$ cat config.mk
export PLATFORM = sky130hd
export DESIGN_NAME = rair_top
export DESIGN_NICKNAME = d
export VERILOG_FILES = /design/src/rair_pkg.sv /design/src/rair_top.sv /design/src/rair_fast_input.sv
export SDC_FILE = /design/constraint.sdc
export NUM_CORES = 1
export LEC_CHECK = 0
export BUFFER_PORTS_ARGS = -buffer_cell sky130_fd_sc_hd__buf_2
export CORE_ASPECT_RATIO = 0.7
export CORE_UTILIZATION = 50
export DETAILED_ROUTE_END_ITERATION = 8
export GPL_TIMING_DRIVEN = 0
export PLACE_DENSITY = 0.87
export SLEW_MARGIN = 10
export SYNTH_ARGS = -nofsm -noshare
export SYNTH_HDL_FRONTEND = slang
export SYNTH_SLANG_ARGS = --single-unit
$ cat constraint.sdc
create_clock -name REF_CLK -period 3.8 [get_ports REF_CLK]
set_input_delay 0.76 -clock REF_CLK [delete_from_list [all_inputs] [get_ports REF_CLK]]
set_output_delay 0.76 -clock REF_CLK [all_outputs]
set_load 0.1 [all_outputs]
$ cat src/rair_pkg.sv
/*
 Constants and types for the alarm compare and interrupt routing block.
 Assumes a 16-bit register port clocked with the block and byte-addressed offsets.
*/
package rair_pkg;
   // ************************************************************
   // Register offsets
   // ************************************************************
   localparam logic [15:0] RAIR_ADDR_ALARM_LOW = 16'hEC12;
   localparam logic [15:0] RAIR_ADDR_ALARM_HIGH = 16'hEC14;
   localparam logic [15:0] RAIR_ADDR_EDGE_SEL = 16'hF1C0;
   localparam logic [15:0] RAIR_ADDR_SRC_SEL = 16'hF1DA;
   localparam logic [15:0] RAIR_ADDR_SEC_IC = 16'hFF8C;
   localparam logic [15:0] RAIR_ADDR_ALM_IC = 16'hFF8E;

   // ************************************************************
   // Reset values
   // ************************************************************
   localparam logic [15:0] RAIR_EDGE_SEL_RESET = 16'h0000;
   localparam logic [15:0] RAIR_SRC_SEL_RESET = 16'h0000;
   localparam logic [7:0] RAIR_IC_RESET = 8'h00;
   localparam logic [15:0] RAIR_READ_NONE = 16'h0000;

   // ************************************************************
   // Field positions
   // ************************************************************
   localparam int RAIR_IR_BIT = 7;
   localparam int RAIR_IE_BIT = 6;
   localparam int RAIR_PRIORITY_LEVEL_FIELD_LSB = 2;
   localparam int RAIR_GROUP_LEVEL_FIELD_LSB = 0;
   localparam int RAIR_FIELD_W = 2;
   localparam int RAIR_IN_SEC = 2;
   localparam int RAIR_IN_ALM = 3;
   localparam int RAIR_SEC_LSB = RAIR_IN_SEC * RAIR_FIELD_W;
   localparam int RAIR_ALM_LSB = RAIR_IN_ALM * RAIR_FIELD_W;

   // ************************************************************
   // Field codes
   // ************************************************************
   typedef enum logic [1:0] {
      RAIR_EDGE_OFF,
      RAIR_EDGE_RISE,
      RAIR_EDGE_FALL,
      RAIR_EDGE_BOTH
   } rair_edge_t;

   typedef enum logic [1:0] {
      RAIR_SRC_PIN,
      RAIR_SRC_ALT,
      RAIR_SRC_OR,
      RAIR_SRC_AND
   } rair_src_t;
endpackage

$ cat src/rair_top.sv
/*
 Alarm compare and routing of the two clock requests into fast interrupt inputs 2 and 3.
 Assumes the time counters, second tick and alarm enable come from logic on REF_CLK;
 the fast interrupt pins come from outside and are synchronised here.
*/
`timescale 1ns/1ns
module rair_top
   import rair_pkg::*;
(
   input wire logic REF_CLK,
   input wire logic RST,
   input wire logic [15:0] CNT_HIGH,
   input wire logic [15:0] CNT_LOW,
   input wire logic ALARM_IRQ_ENABLE_BIT,
   input wire logic SECOND_TICK_IN,
   input wire logic [1:0] FIRQ_PIN,
   input wire logic [15:0] ADDR,
   input wire logic WR_EN,
   input wire logic [15:0] WDATA,
   input wire logic RD_EN,
   output logic [15:0] RDATA,
   output logic SECOND_TICK_REQUEST_LINE,
   output logic ALARM_REQUEST_LINE,
   output logic SECOND_TICK_IRQ,
   output logic ALARM_IRQ
);
   // ************************************************************
   // State
   // ************************************************************
   typedef struct packed {
      logic [15:0] alarm_match_low;
      logic [15:0] alarm_match_high;
      logic [15:0] ext_irq_edge_select;
      logic [15:0] ext_irq_source_select;
      logic [7:0] second_tick_irq_control;
      logic [7:0] alarm_irq_control;
      logic [1:0] pin_meta;
      logic [1:0] pin_sync;
      logic second_line;
      logic alarm_line;
      logic [15:0] rdata;
      logic sec_irq;
      logic alm_irq;
   } rair_top_state_t;

   rair_top_state_t st_ff;
   rair_top_state_t nxt_st;
   logic [31:0] time_value;
   logic alarm_match;
   logic sec_event;
   logic alm_event;

   assign time_value = {CNT_HIGH, CNT_LOW};
   assign alarm_match = time_value == {st_ff.alarm_match_high, st_ff.alarm_match_low};

   // ************************************************************
   // Fast interrupt inputs 2 and 3
   // ************************************************************
   rair_fast_input u_sec_input (
      .clk(REF_CLK),
      .rst(RST),
      .pin(st_ff.pin_sync[0]),
      .alt(st_ff.second_line),
      .edge_code(st_ff.ext_irq_edge_select[RAIR_SEC_LSB +: RAIR_FIELD_W]),
      .src_code(st_ff.ext_irq_source_select[RAIR_SEC_LSB +: RAIR_FIELD_W]),
      .event_pulse(sec_event)
   );

   rair_fast_input u_alm_input (
      .clk(REF_CLK),
      .rst(RST),
      .pin(st_ff.pin_sync[1]),
      .alt(st_ff.alarm_line),
      .edge_code(st_ff.ext_irq_edge_select[RAIR_ALM_LSB +: RAIR_FIELD_W]),
      .src_code(st_ff.ext_irq_source_select[RAIR_ALM_LSB +: RAIR_FIELD_W]),
      .event_pulse(alm_event)
   );

   // ************************************************************
   // Next state
   // ************************************************************
   always_comb begin
      nxt_st = st_ff;
      nxt_st.pin_meta = FIRQ_PIN;
      nxt_st.pin_sync = st_ff.pin_meta;
      nxt_st.second_line = SECOND_TICK_IN;
      // Level follows the match gated by the enable, so one rise per match
      nxt_st.alarm_line = alarm_match & ALARM_IRQ_ENABLE_BIT;

      if (WR_EN) begin
         case (ADDR)
            RAIR_ADDR_ALARM_LOW: nxt_st.alarm_match_low = WDATA;
            RAIR_ADDR_ALARM_HIGH: nxt_st.alarm_match_high = WDATA;
            RAIR_ADDR_EDGE_SEL: nxt_st.ext_irq_edge_select = WDATA;
            RAIR_ADDR_SRC_SEL: nxt_st.ext_irq_source_select = WDATA;
            RAIR_ADDR_SEC_IC: nxt_st.second_tick_irq_control = WDATA[7:0];
            RAIR_ADDR_ALM_IC: nxt_st.alarm_irq_control = WDATA[7:0];
            default: nxt_st.rdata = st_ff.rdata;
         endcase
      end

      // Hardware set wins over a software clear
      if (sec_event) begin
         nxt_st.second_tick_irq_control[RAIR_IR_BIT] = 1'b1;
      end
      if (alm_event) begin
         nxt_st.alarm_irq_control[RAIR_IR_BIT] = 1'b1;
      end
      nxt_st.sec_irq = nxt_st.second_tick_irq_control[RAIR_IR_BIT]
                       & nxt_st.second_tick_irq_control[RAIR_IE_BIT];
      nxt_st.alm_irq = nxt_st.alarm_irq_control[RAIR_IR_BIT] & nxt_st.alarm_irq_control[RAIR_IE_BIT];

      if (RD_EN) begin
         case (ADDR)
            RAIR_ADDR_ALARM_LOW: nxt_st.rdata = st_ff.alarm_match_low;
            RAIR_ADDR_ALARM_HIGH: nxt_st.rdata = st_ff.alarm_match_high;
            RAIR_ADDR_EDGE_SEL: nxt_st.rdata = st_ff.ext_irq_edge_select;
            RAIR_ADDR_SRC_SEL: nxt_st.rdata = st_ff.ext_irq_source_select;
            RAIR_ADDR_SEC_IC: nxt_st.rdata = {8'h00, st_ff.second_tick_irq_control};
            RAIR_ADDR_ALM_IC: nxt_st.rdata = {8'h00, st_ff.alarm_irq_control};
            default: nxt_st.rdata = RAIR_READ_NONE;
         endcase
      end

      // Reset spares the alarm value
      if (RST) begin
         nxt_st.ext_irq_edge_select = RAIR_EDGE_SEL_RESET;
         nxt_st.ext_irq_source_select = RAIR_SRC_SEL_RESET;
         nxt_st.second_tick_irq_control = RAIR_IC_RESET;
         nxt_st.alarm_irq_control = RAIR_IC_RESET;
         nxt_st.pin_meta = 2'h0;
         nxt_st.pin_sync = 2'h0;
         nxt_st.second_line = 1'b0;
         nxt_st.alarm_line = 1'b0;
         nxt_st.rdata = RAIR_READ_NONE;
         nxt_st.sec_irq = 1'b0;
         nxt_st.alm_irq = 1'b0;
         nxt_st.alarm_match_low = st_ff.alarm_match_low;
         nxt_st.alarm_match_high = st_ff.alarm_match_high;
      end
   end

   always_ff @(posedge REF_CLK) begin
      st_ff <= nxt_st;
   end

   assign RDATA = st_ff.rdata;
   assign SECOND_TICK_REQUEST_LINE = st_ff.second_line;
   assign ALARM_REQUEST_LINE = st_ff.alarm_line;
   assign SECOND_TICK_IRQ = st_ff.sec_irq;
   assign ALARM_IRQ = st_ff.alm_irq;
endmodule

$ cat src/rair_fast_input.sv
/*
 One fast interrupt input: source selection and edge detection.
 Assumes pin is already synchronised and alt comes from logic on the same clock.
*/
`timescale 1ns/1ns
module rair_fast_input
   import rair_pkg::*;
(
   input wire logic clk,
   input wire logic rst,
   input wire logic pin,
   input wire logic alt,
   input wire logic [1:0] edge_code,
   input wire logic [1:0] src_code,
   output logic event_pulse
);
   typedef struct packed {
      logic prev;
   } rair_fin_state_t;

   rair_fin_state_t st_ff;
   rair_fin_state_t nxt_st;
   logic sel;

   always_comb begin
      nxt_st = st_ff;
      case (rair_src_t'(src_code))
         RAIR_SRC_PIN: sel = pin;
         RAIR_SRC_ALT: sel = alt;
         RAIR_SRC_OR: sel = pin | alt;
         RAIR_SRC_AND: sel = pin & alt;
         default: sel = pin;
      endcase
      case (rair_edge_t'(edge_code))
         RAIR_EDGE_OFF: event_pulse = 1'b0;
         RAIR_EDGE_RISE: event_pulse = sel & ~st_ff.prev;
         RAIR_EDGE_FALL: event_pulse = ~sel & st_ff.prev;
         RAIR_EDGE_BOTH: event_pulse = sel ^ st_ff.prev;
         default: event_pulse = 1'b0;
      endcase
      nxt_st.prev = sel;
      if (rst) begin
         nxt_st.prev = 1'b0;
      end
   end

   always_ff @(posedge clk) begin
      st_ff <= nxt_st;
   end
endmodule

==> run summary, run 1 <==
===========================================================================================
Run status                                                                     finished, final reports clean
Startpoint class of the critical path                                          primary input
Maxcap violations                                                                         0
Buffer count from post-CTS setup fixing                                                   0
Count of port buffers added during placement                                             89
Data arrival time at the worst-slack endpoint                                       2890 ps
Maximum count of clock buffers along a single path                                        2
Kind of cell adding the most delay to the critical path                        simple AND/OR/NAND/NOR gates
Critical Path Slowest Stage Cell                                                    nor4b_2
Total wire length                                                                  14500 um
Layout area overhead                                                                  19.0%
Unrepaired setup endpoints after global routing                                          no
Total of endpoints with negative setup slack in the final report                          0
Critical path start-end classification                                            in -> reg
Count of instances resized after the clock tree is built                                  0
All-Layer GR Usage                                                                    0.298
Worst Setup End Kind                                                              flip-flop
I/O pin cnt                                                                              92
Routed wire length per instance                                                     19.8 um
Leakage dissipation                                                                 2.08 nW
Mapped Nets                                                                             574
Power per cell area                                                              400 nW/um2
Ratio of cells with drive above 1 in the final layout                                 0.252
Vias post-DR                                                                           4410
Total number of nets in the final design                                                676
F_max                                                                               355 MHz
Number of placed instances, taps included                                               715
Clock insertion delay at the later pin of the skew report                            360 ps
Core Util, Final                                                                      0.622
Cells after Synth                                                                       500
Stage delay of the slowest cell on the critical path                                 660 ps
DRC                                                                                       0
Final number of max-transition violations                                                 0
Seq cells post-synth                                                                    106
Antenna viol nets, final                                                                  0
Number of distinct standard cells referenced by the synthesized netlist                  52
Number of antenna violations at the first check in global routing                         0
Placer's final routability congestion estimate                                        0.892
Most used cell, CP                                                                    buf_4
Number of design-rule violations left by the first detailed-router iteration            585
Antenna diodes                                                                            0
First-pass detailed-route iteration total                                                 5
Dominant cells by area after synthesis                                         dfxtp_1 31%, edfxtp_1 20%, nand2_1 7.3%
Vias per inst                                                                          6.03
Worst Max-Slew Pin Slew                                                              922 ps
Critical path cell sequence                                                    buf_2 > nor4_1 > nand3_1 > clkbuf_1 > nor4b_2 > buf_4 > buf_4
Number of global-route vias before repair                                              4176
Residual overflow from global routing                                                     0
Final number of hold-violating endpoints                                                  0
Max-Slew Margin vs Limit                                                              0.386
Data required time of the worst path                                                3870 ps
Worst IR drop on VDD                                                                 316 uV
Synth Area per Inst                                                                9.63 um2
Die Width                                                                            119 um
Area of the core                                                                   9220 um2
Area of the die                                                                   10000 um2
Most frequent standard cell in the layout excluding fill and tap cells                buf_2
CTS Root Cell                                                                     clkbuf_16
Commonest cells after routing, fill and taps aside                             101 x buf_2, 93 x nand2_1, 74 x dfxtp_1, 56 x a21oi_1, 32 x edfxtp_1
Worst-path maximum fanout                                                                10
Clock tree from TritonCTS                                                               yes
Final std cells w/o fill                                                                731
Overall die height                                                                  84.1 um
CTS hold repair buffers                                                                   0
Proportion of netlist area held by the largest area contributor                       0.308
Period Utilization, post-route                                                        0.742
# H-tree levels                                                                           3
Yosys warns                                                                               0
Total clock sinks                                                                       106
Clock buffer count from CTS                                                               9
Final clock skew                                                                    7.75 ps
Largest net degree at the start of global routing                                        20
Class of the tightest hold or removal check                                      reg -> reg
Final period demand of the worst path                                               2820 ps
Starting density of the core                                                          0.522
Count of buffer and inverter cells on the critical path                                   4
Standard-cell row count                                                                  29
Post-synthesis cell type with the largest combined area                             dfxtp_1
Sequential share of the synthesized area                                              0.507
Combined area of all synthesized cells                                             4810 um2
Clock-pin transition on the worst setup and hold timing paths                         70 ps
Half-perimeter wire length after detailed placement                                10700 um
Global-route wire length before repair                                             22300 um
Tot Pwr                                                                             2.29 mW
===========================================================================================
## per-layer routing
metal,track usage,routed length [um],vias up
li1,-,-,1997
met1,0.402,5820,2046
met2,0.451,6340,326
met3,0.0895,1900,41
met4,0.112,395,0
met5,0,0,-
## area by class of cell
class / instances / area [um2]
inverters: 8 / 30.0
well taps: 124 / 155
clock buffers: 10 / 229
flip-flops and latches: 106 / 2440
fillers: 760 / 3490
repair buffers: 91 / 460
multi-input cells: 340 / 2080
plain buffers: 46 / 264
clock inverters: 6 / 62.6
## sequential cells by signal (all words and copies together) (netlist names)
| register | cells |
|---|---|
| SECOND_TICK_REQUEST_LINE | 1 |
| SECOND_TICK_IRQ | 1 |
| st_ff | 84 |
| u_alm_input.st_ff | 1 |
| RDATA | 16 |
| u_sec_input.st_ff | 1 |
| ALARM_IRQ | 1 |
| ALARM_REQUEST_LINE | 1 |
## final timing paths
kind                                              from                   end  slack (ps)  cells after the start
worst min-delay path              st_ff[22]$_SDFF_PP0_  st_ff[20]$_SDFF_PP0_         440                      1
worst max-delay path                           ADDR[7]  st_ff[100]$_DFFE_PP_         980                      7
worst max register to register  st_ff[46]$_SDFFE_PP0P_  ALARM_IRQ$_SDFF_PP0_        1730                      8
worst min register to register    st_ff[22]$_SDFF_PP0_  st_ff[20]$_SDFF_PP0_         440                      1
## power by group
part           leakage [nW]  switching [mW]  internal [mW]
registers             0.887         0.00475           1.17
clock network         0.142           0.441          0.459
logic                  1.06           0.145         0.0688
## cells in the mapped netlist (all sizes together)
cell type	instances
nand2	93
dfxtp	74
a21oi	57
buf	32
edfxtp	32
a22oi	25
xnor2	20
o21ai	15
clkbuf	14
nor2	14
xor2	12
nand3	10
nor2b	10
inv	8
nand4	8
nor4	8
a211oi	7
a222oi	7
nor4b	5
o221ai	5
o22ai	5
a22o	4
and2	4
and4b	4
and3	3
nor3b	3
a21bo	2
a32oi	2
ha	2
mux2i	2
nand4bb	2
nor3	2
o211ai	2
or2	2
a221oi	1
a41o	1
and3b	1
and4	1
or4b	1
## cell families after synthesis
| kind of cell | count (synthesis) | synth area share |
|---|---|---|
| buffers and inverters | 54 | 0.0611 |
| muxes | 2 | 0.00416 |
| xor gates and xnor gates | 32 | 0.0582 |
| DFF | 106 | 0.507 |
| and+or+nand+nor | 171 | 0.185 |
| AOI/OAI and AO/OA | 133 | 0.179 |
| adders and majority gates | 2 | 0.00520 |
## worst register-to-register path, delay by kind of cell, from the launching register on
kind            cells  cell delay [ps]
compound gates      3              810
fa+ha+maj           1              290
flops               1              340
simple gates        3              450
mux                 1               70
## stage by stage
| step | hold WS (ps) | instance area (um2) | setup TNS (ps) | worst slack [ps] |
|---|---|---|---|---|
| 2_1_floorplan | 414 | 4810 | 0 | 148 |
| 3_3_place_gp | 419 | 5420 | -16600 | -1040 |
| 3_5_place_dp | 431 | 5440 | 0 | 606 |
| 4_1_cts | 447 | 5730 | 0 | 973 |
| 5_1_grt | 463 | 5730 | 0 | 720 |
| 6_report | 439 | 5730 | 0 | 981 |
Note: power is estimated with default switching activity, not from simulation.
==> run 2: changes to the inputs <==
Clock period 3.8 ns to 2.35 ns, I/O delays scaled along.
==> run 2 against run 1 <==
Compared with the run above: sequential share of layout area is 0.28 points lower; global-route usage is 0.60 points lower; clock-buffer cell count stayed put; non-clock buffer count is 1 lower; worst hold slack worse by 110 ps; register-to-register slack worse by 1500 ps; power is 67% higher; wire length is 0.82% lower; first-iteration DRC count is 10% lower; via count is 0.23% lower; final area is 0.66% higher; critical path depth is 1 higher; critical path type is now reg -> reg; highest routed layer unchanged.
==> run summary, run 2 (synthesis gave the netlist of run 1 again) <==
===========================================================================================
Count of port buffers added during placement                                             89
Final number of max-transition violations                                                 0
Total number of nets in the final design                                                675
Clock-pin transition on the worst setup and hold timing paths                         70 ps
Worst Max-Slew Pin Slew                                                              674 ps
Number of global-route vias before repair                                              4128
Commonest cells after routing, fill and taps aside                             101 x buf_2, 93 x nand2_1, 74 x dfxtp_1, 56 x a21oi_1, 32 x edfxtp_1
Overall die height                                                                  84.1 um
Run status                                                                     finished, final reports clean
Final clock skew                                                                    7.65 ps
Placer's final routability congestion estimate                                        0.910
Largest net degree at the start of global routing                                        19
Number of antenna violations at the first check in global routing                         0
Worst Setup End Kind                                                              flip-flop
Unrepaired setup endpoints after global routing                                          no
Routed wire length per instance                                                     19.6 um
Final number of hold-violating endpoints                                                  0
Leakage dissipation                                                                 2.10 nW
Area of the die                                                                   10000 um2
Die Width                                                                            119 um
Clock power share                                                                     0.410
Critical path start-end classification                                           reg -> reg
Standard-cell row count                                                                  29
Internal power consumption                                                          2.88 mW
Startpoint class of the critical path                                             flip-flop
Clock buffer count from CTS                                                               9
Hold Slack                                                                           330 ps
Most frequent standard cell in the layout excluding fill and tap cells                buf_2
Total wire length                                                                  14300 um
Switching share of power                                                              0.246
All-Layer GR Usage                                                                    0.292
Clock insertion delay at the later pin of the skew report                            350 ps
Tot Pwr                                                                             3.81 mW
Global-route wire length before repair                                             21800 um
Half-perimeter wire length after detailed placement                                10600 um
Total clock sinks                                                                       106
Total of endpoints with negative setup slack in the final report                          0
Antenna diodes                                                                            0
Worst-path maximum fanout                                                                 4
Layout area overhead                                                                  19.8%
Register with the most flip-flops                                                     st_ff
Power per cell area                                                              662 nW/um2
Max-Slew Margin vs Limit                                                              0.551
F_max                                                                               464 MHz
Number of design-rule violations left by the first detailed-router iteration            525
Class of the tightest hold or removal check                                       in -> reg
First-pass detailed-route iteration total                                                 5
I/O pin cnt                                                                              92
Data arrival time at the worst-slack endpoint                                       2390 ps
Clock tree from TritonCTS                                                               yes
Vias post-DR                                                                           4400
Net switching power of the design                                                    939 uW
Area of the core                                                                   9220 um2
Worst IR drop on VDD                                                                 532 uV
CTS Root Cell                                                                     clkbuf_16
Ratio of cells with drive above 1 in the final layout                                 0.254
# H-tree levels                                                                           3
Starting density of the core                                                          0.522
Power share of the sequential group                                                   0.499
Maxcap violations                                                                         0
Data required time of the worst path                                                2590 ps
Logic pwr share                                                                       0.091
Vias per inst                                                                          6.03
DRC                                                                                       0
Final period demand of the worst path                                               2160 ps
Residual overflow from global routing                                                     0
Period Utilization, post-route                                                        0.917
Maximum count of clock buffers along a single path                                        2
Antenna viol nets, final                                                                  0
Largest register FFs                                                                     84
R2R Setup Slk                                                                        190 ps
===========================================================================================
==> run 2: worst paths after layout <==
check | startpoint | end | cells after the start
max | st_ff[47]$_SDFFE_PP0P_ | ALARM_IRQ$_SDFF_PP0_ | 8
min | FIRQ_PIN[1] | st_ff[23]$_SDFF_PP0_ | 2
max reg2reg | st_ff[47]$_SDFFE_PP0P_ | ALARM_IRQ$_SDFF_PP0_ | 8
min reg2reg | st_ff[22]$_SDFF_PP0_ | st_ff[20]$_SDFF_PP0_ | 1
==> run 2: what timing repair did <==
action	4_1_cts	5_1_grt
pin swaps	1	0
resized for setup	1	1
endpoints found under the setup margin	32	16
hold endpoints to repair	0	0
setup buffers	1	0
cloned	0	0
hold buffers	0	0
==> run 2: metal layers <==
layer,track usage,wire [um],vias to the layer above
met3,0.0867,1680,41
met4,0.146,573,0
met1,0.396,5990,2079
met2,0.423,6100,289
met5,0,0,-
li1,-,-,1991
==> run 2: per-stage QoR <==
step | TNS (ps) | util | area, um2 | std cells | setup slack (ps)
after CTS | 0 | 0.625 | 5760 | 730 | 225
after detailed placement | -15270 | 0.589 | 5430 | 713 | -557
after global placement | -12790 | 0.589 | 5430 | 713 | -426
after global routing | 0 | 0.626 | 5770 | 730 | 56.9
final | 0 | 0.626 | 5770 | 730 | 194
after floorplan | 0 | - | 4830 | 500 | 131
==> run 2: cell type report <==
type	instances	area, um2
clock inverter	6	72.6
multi-input combinational	340	2100
sequential	106	2440
inverter	8	30.0
fill	742	3450
clock buffer	10	239
buffer	46	264
timing repair buffer	90	465
tap	124	155
==> run 2: worst max-delay path, stage by stage (launching register included) <==
cell and delay [ps]:
dfxtp_1 410, nor2b_1 60, o21ai_0 310, nand2_1 100, ha_1 290, mux2i_1 60, a32oi_1 370, o211ai_1 230
and2_1 210
==> run 2: power by group through the flow <==
| stage | Clock [mW] | Combinational [mW] | Sequential, mW |
|---|---|---|---|
| finish | 1.57 | 0.347 | 1.90 |
| CTS | 1.57 | 0.341 | 1.90 |
| global placement | 0 | 0.332 | 1.94 |
| detailed placement | 0 | 0.339 | 1.94 |
| global route | 1.64 | 0.365 | 1.90 |
| floorplan | 0 | 0.188 | 1.95 |
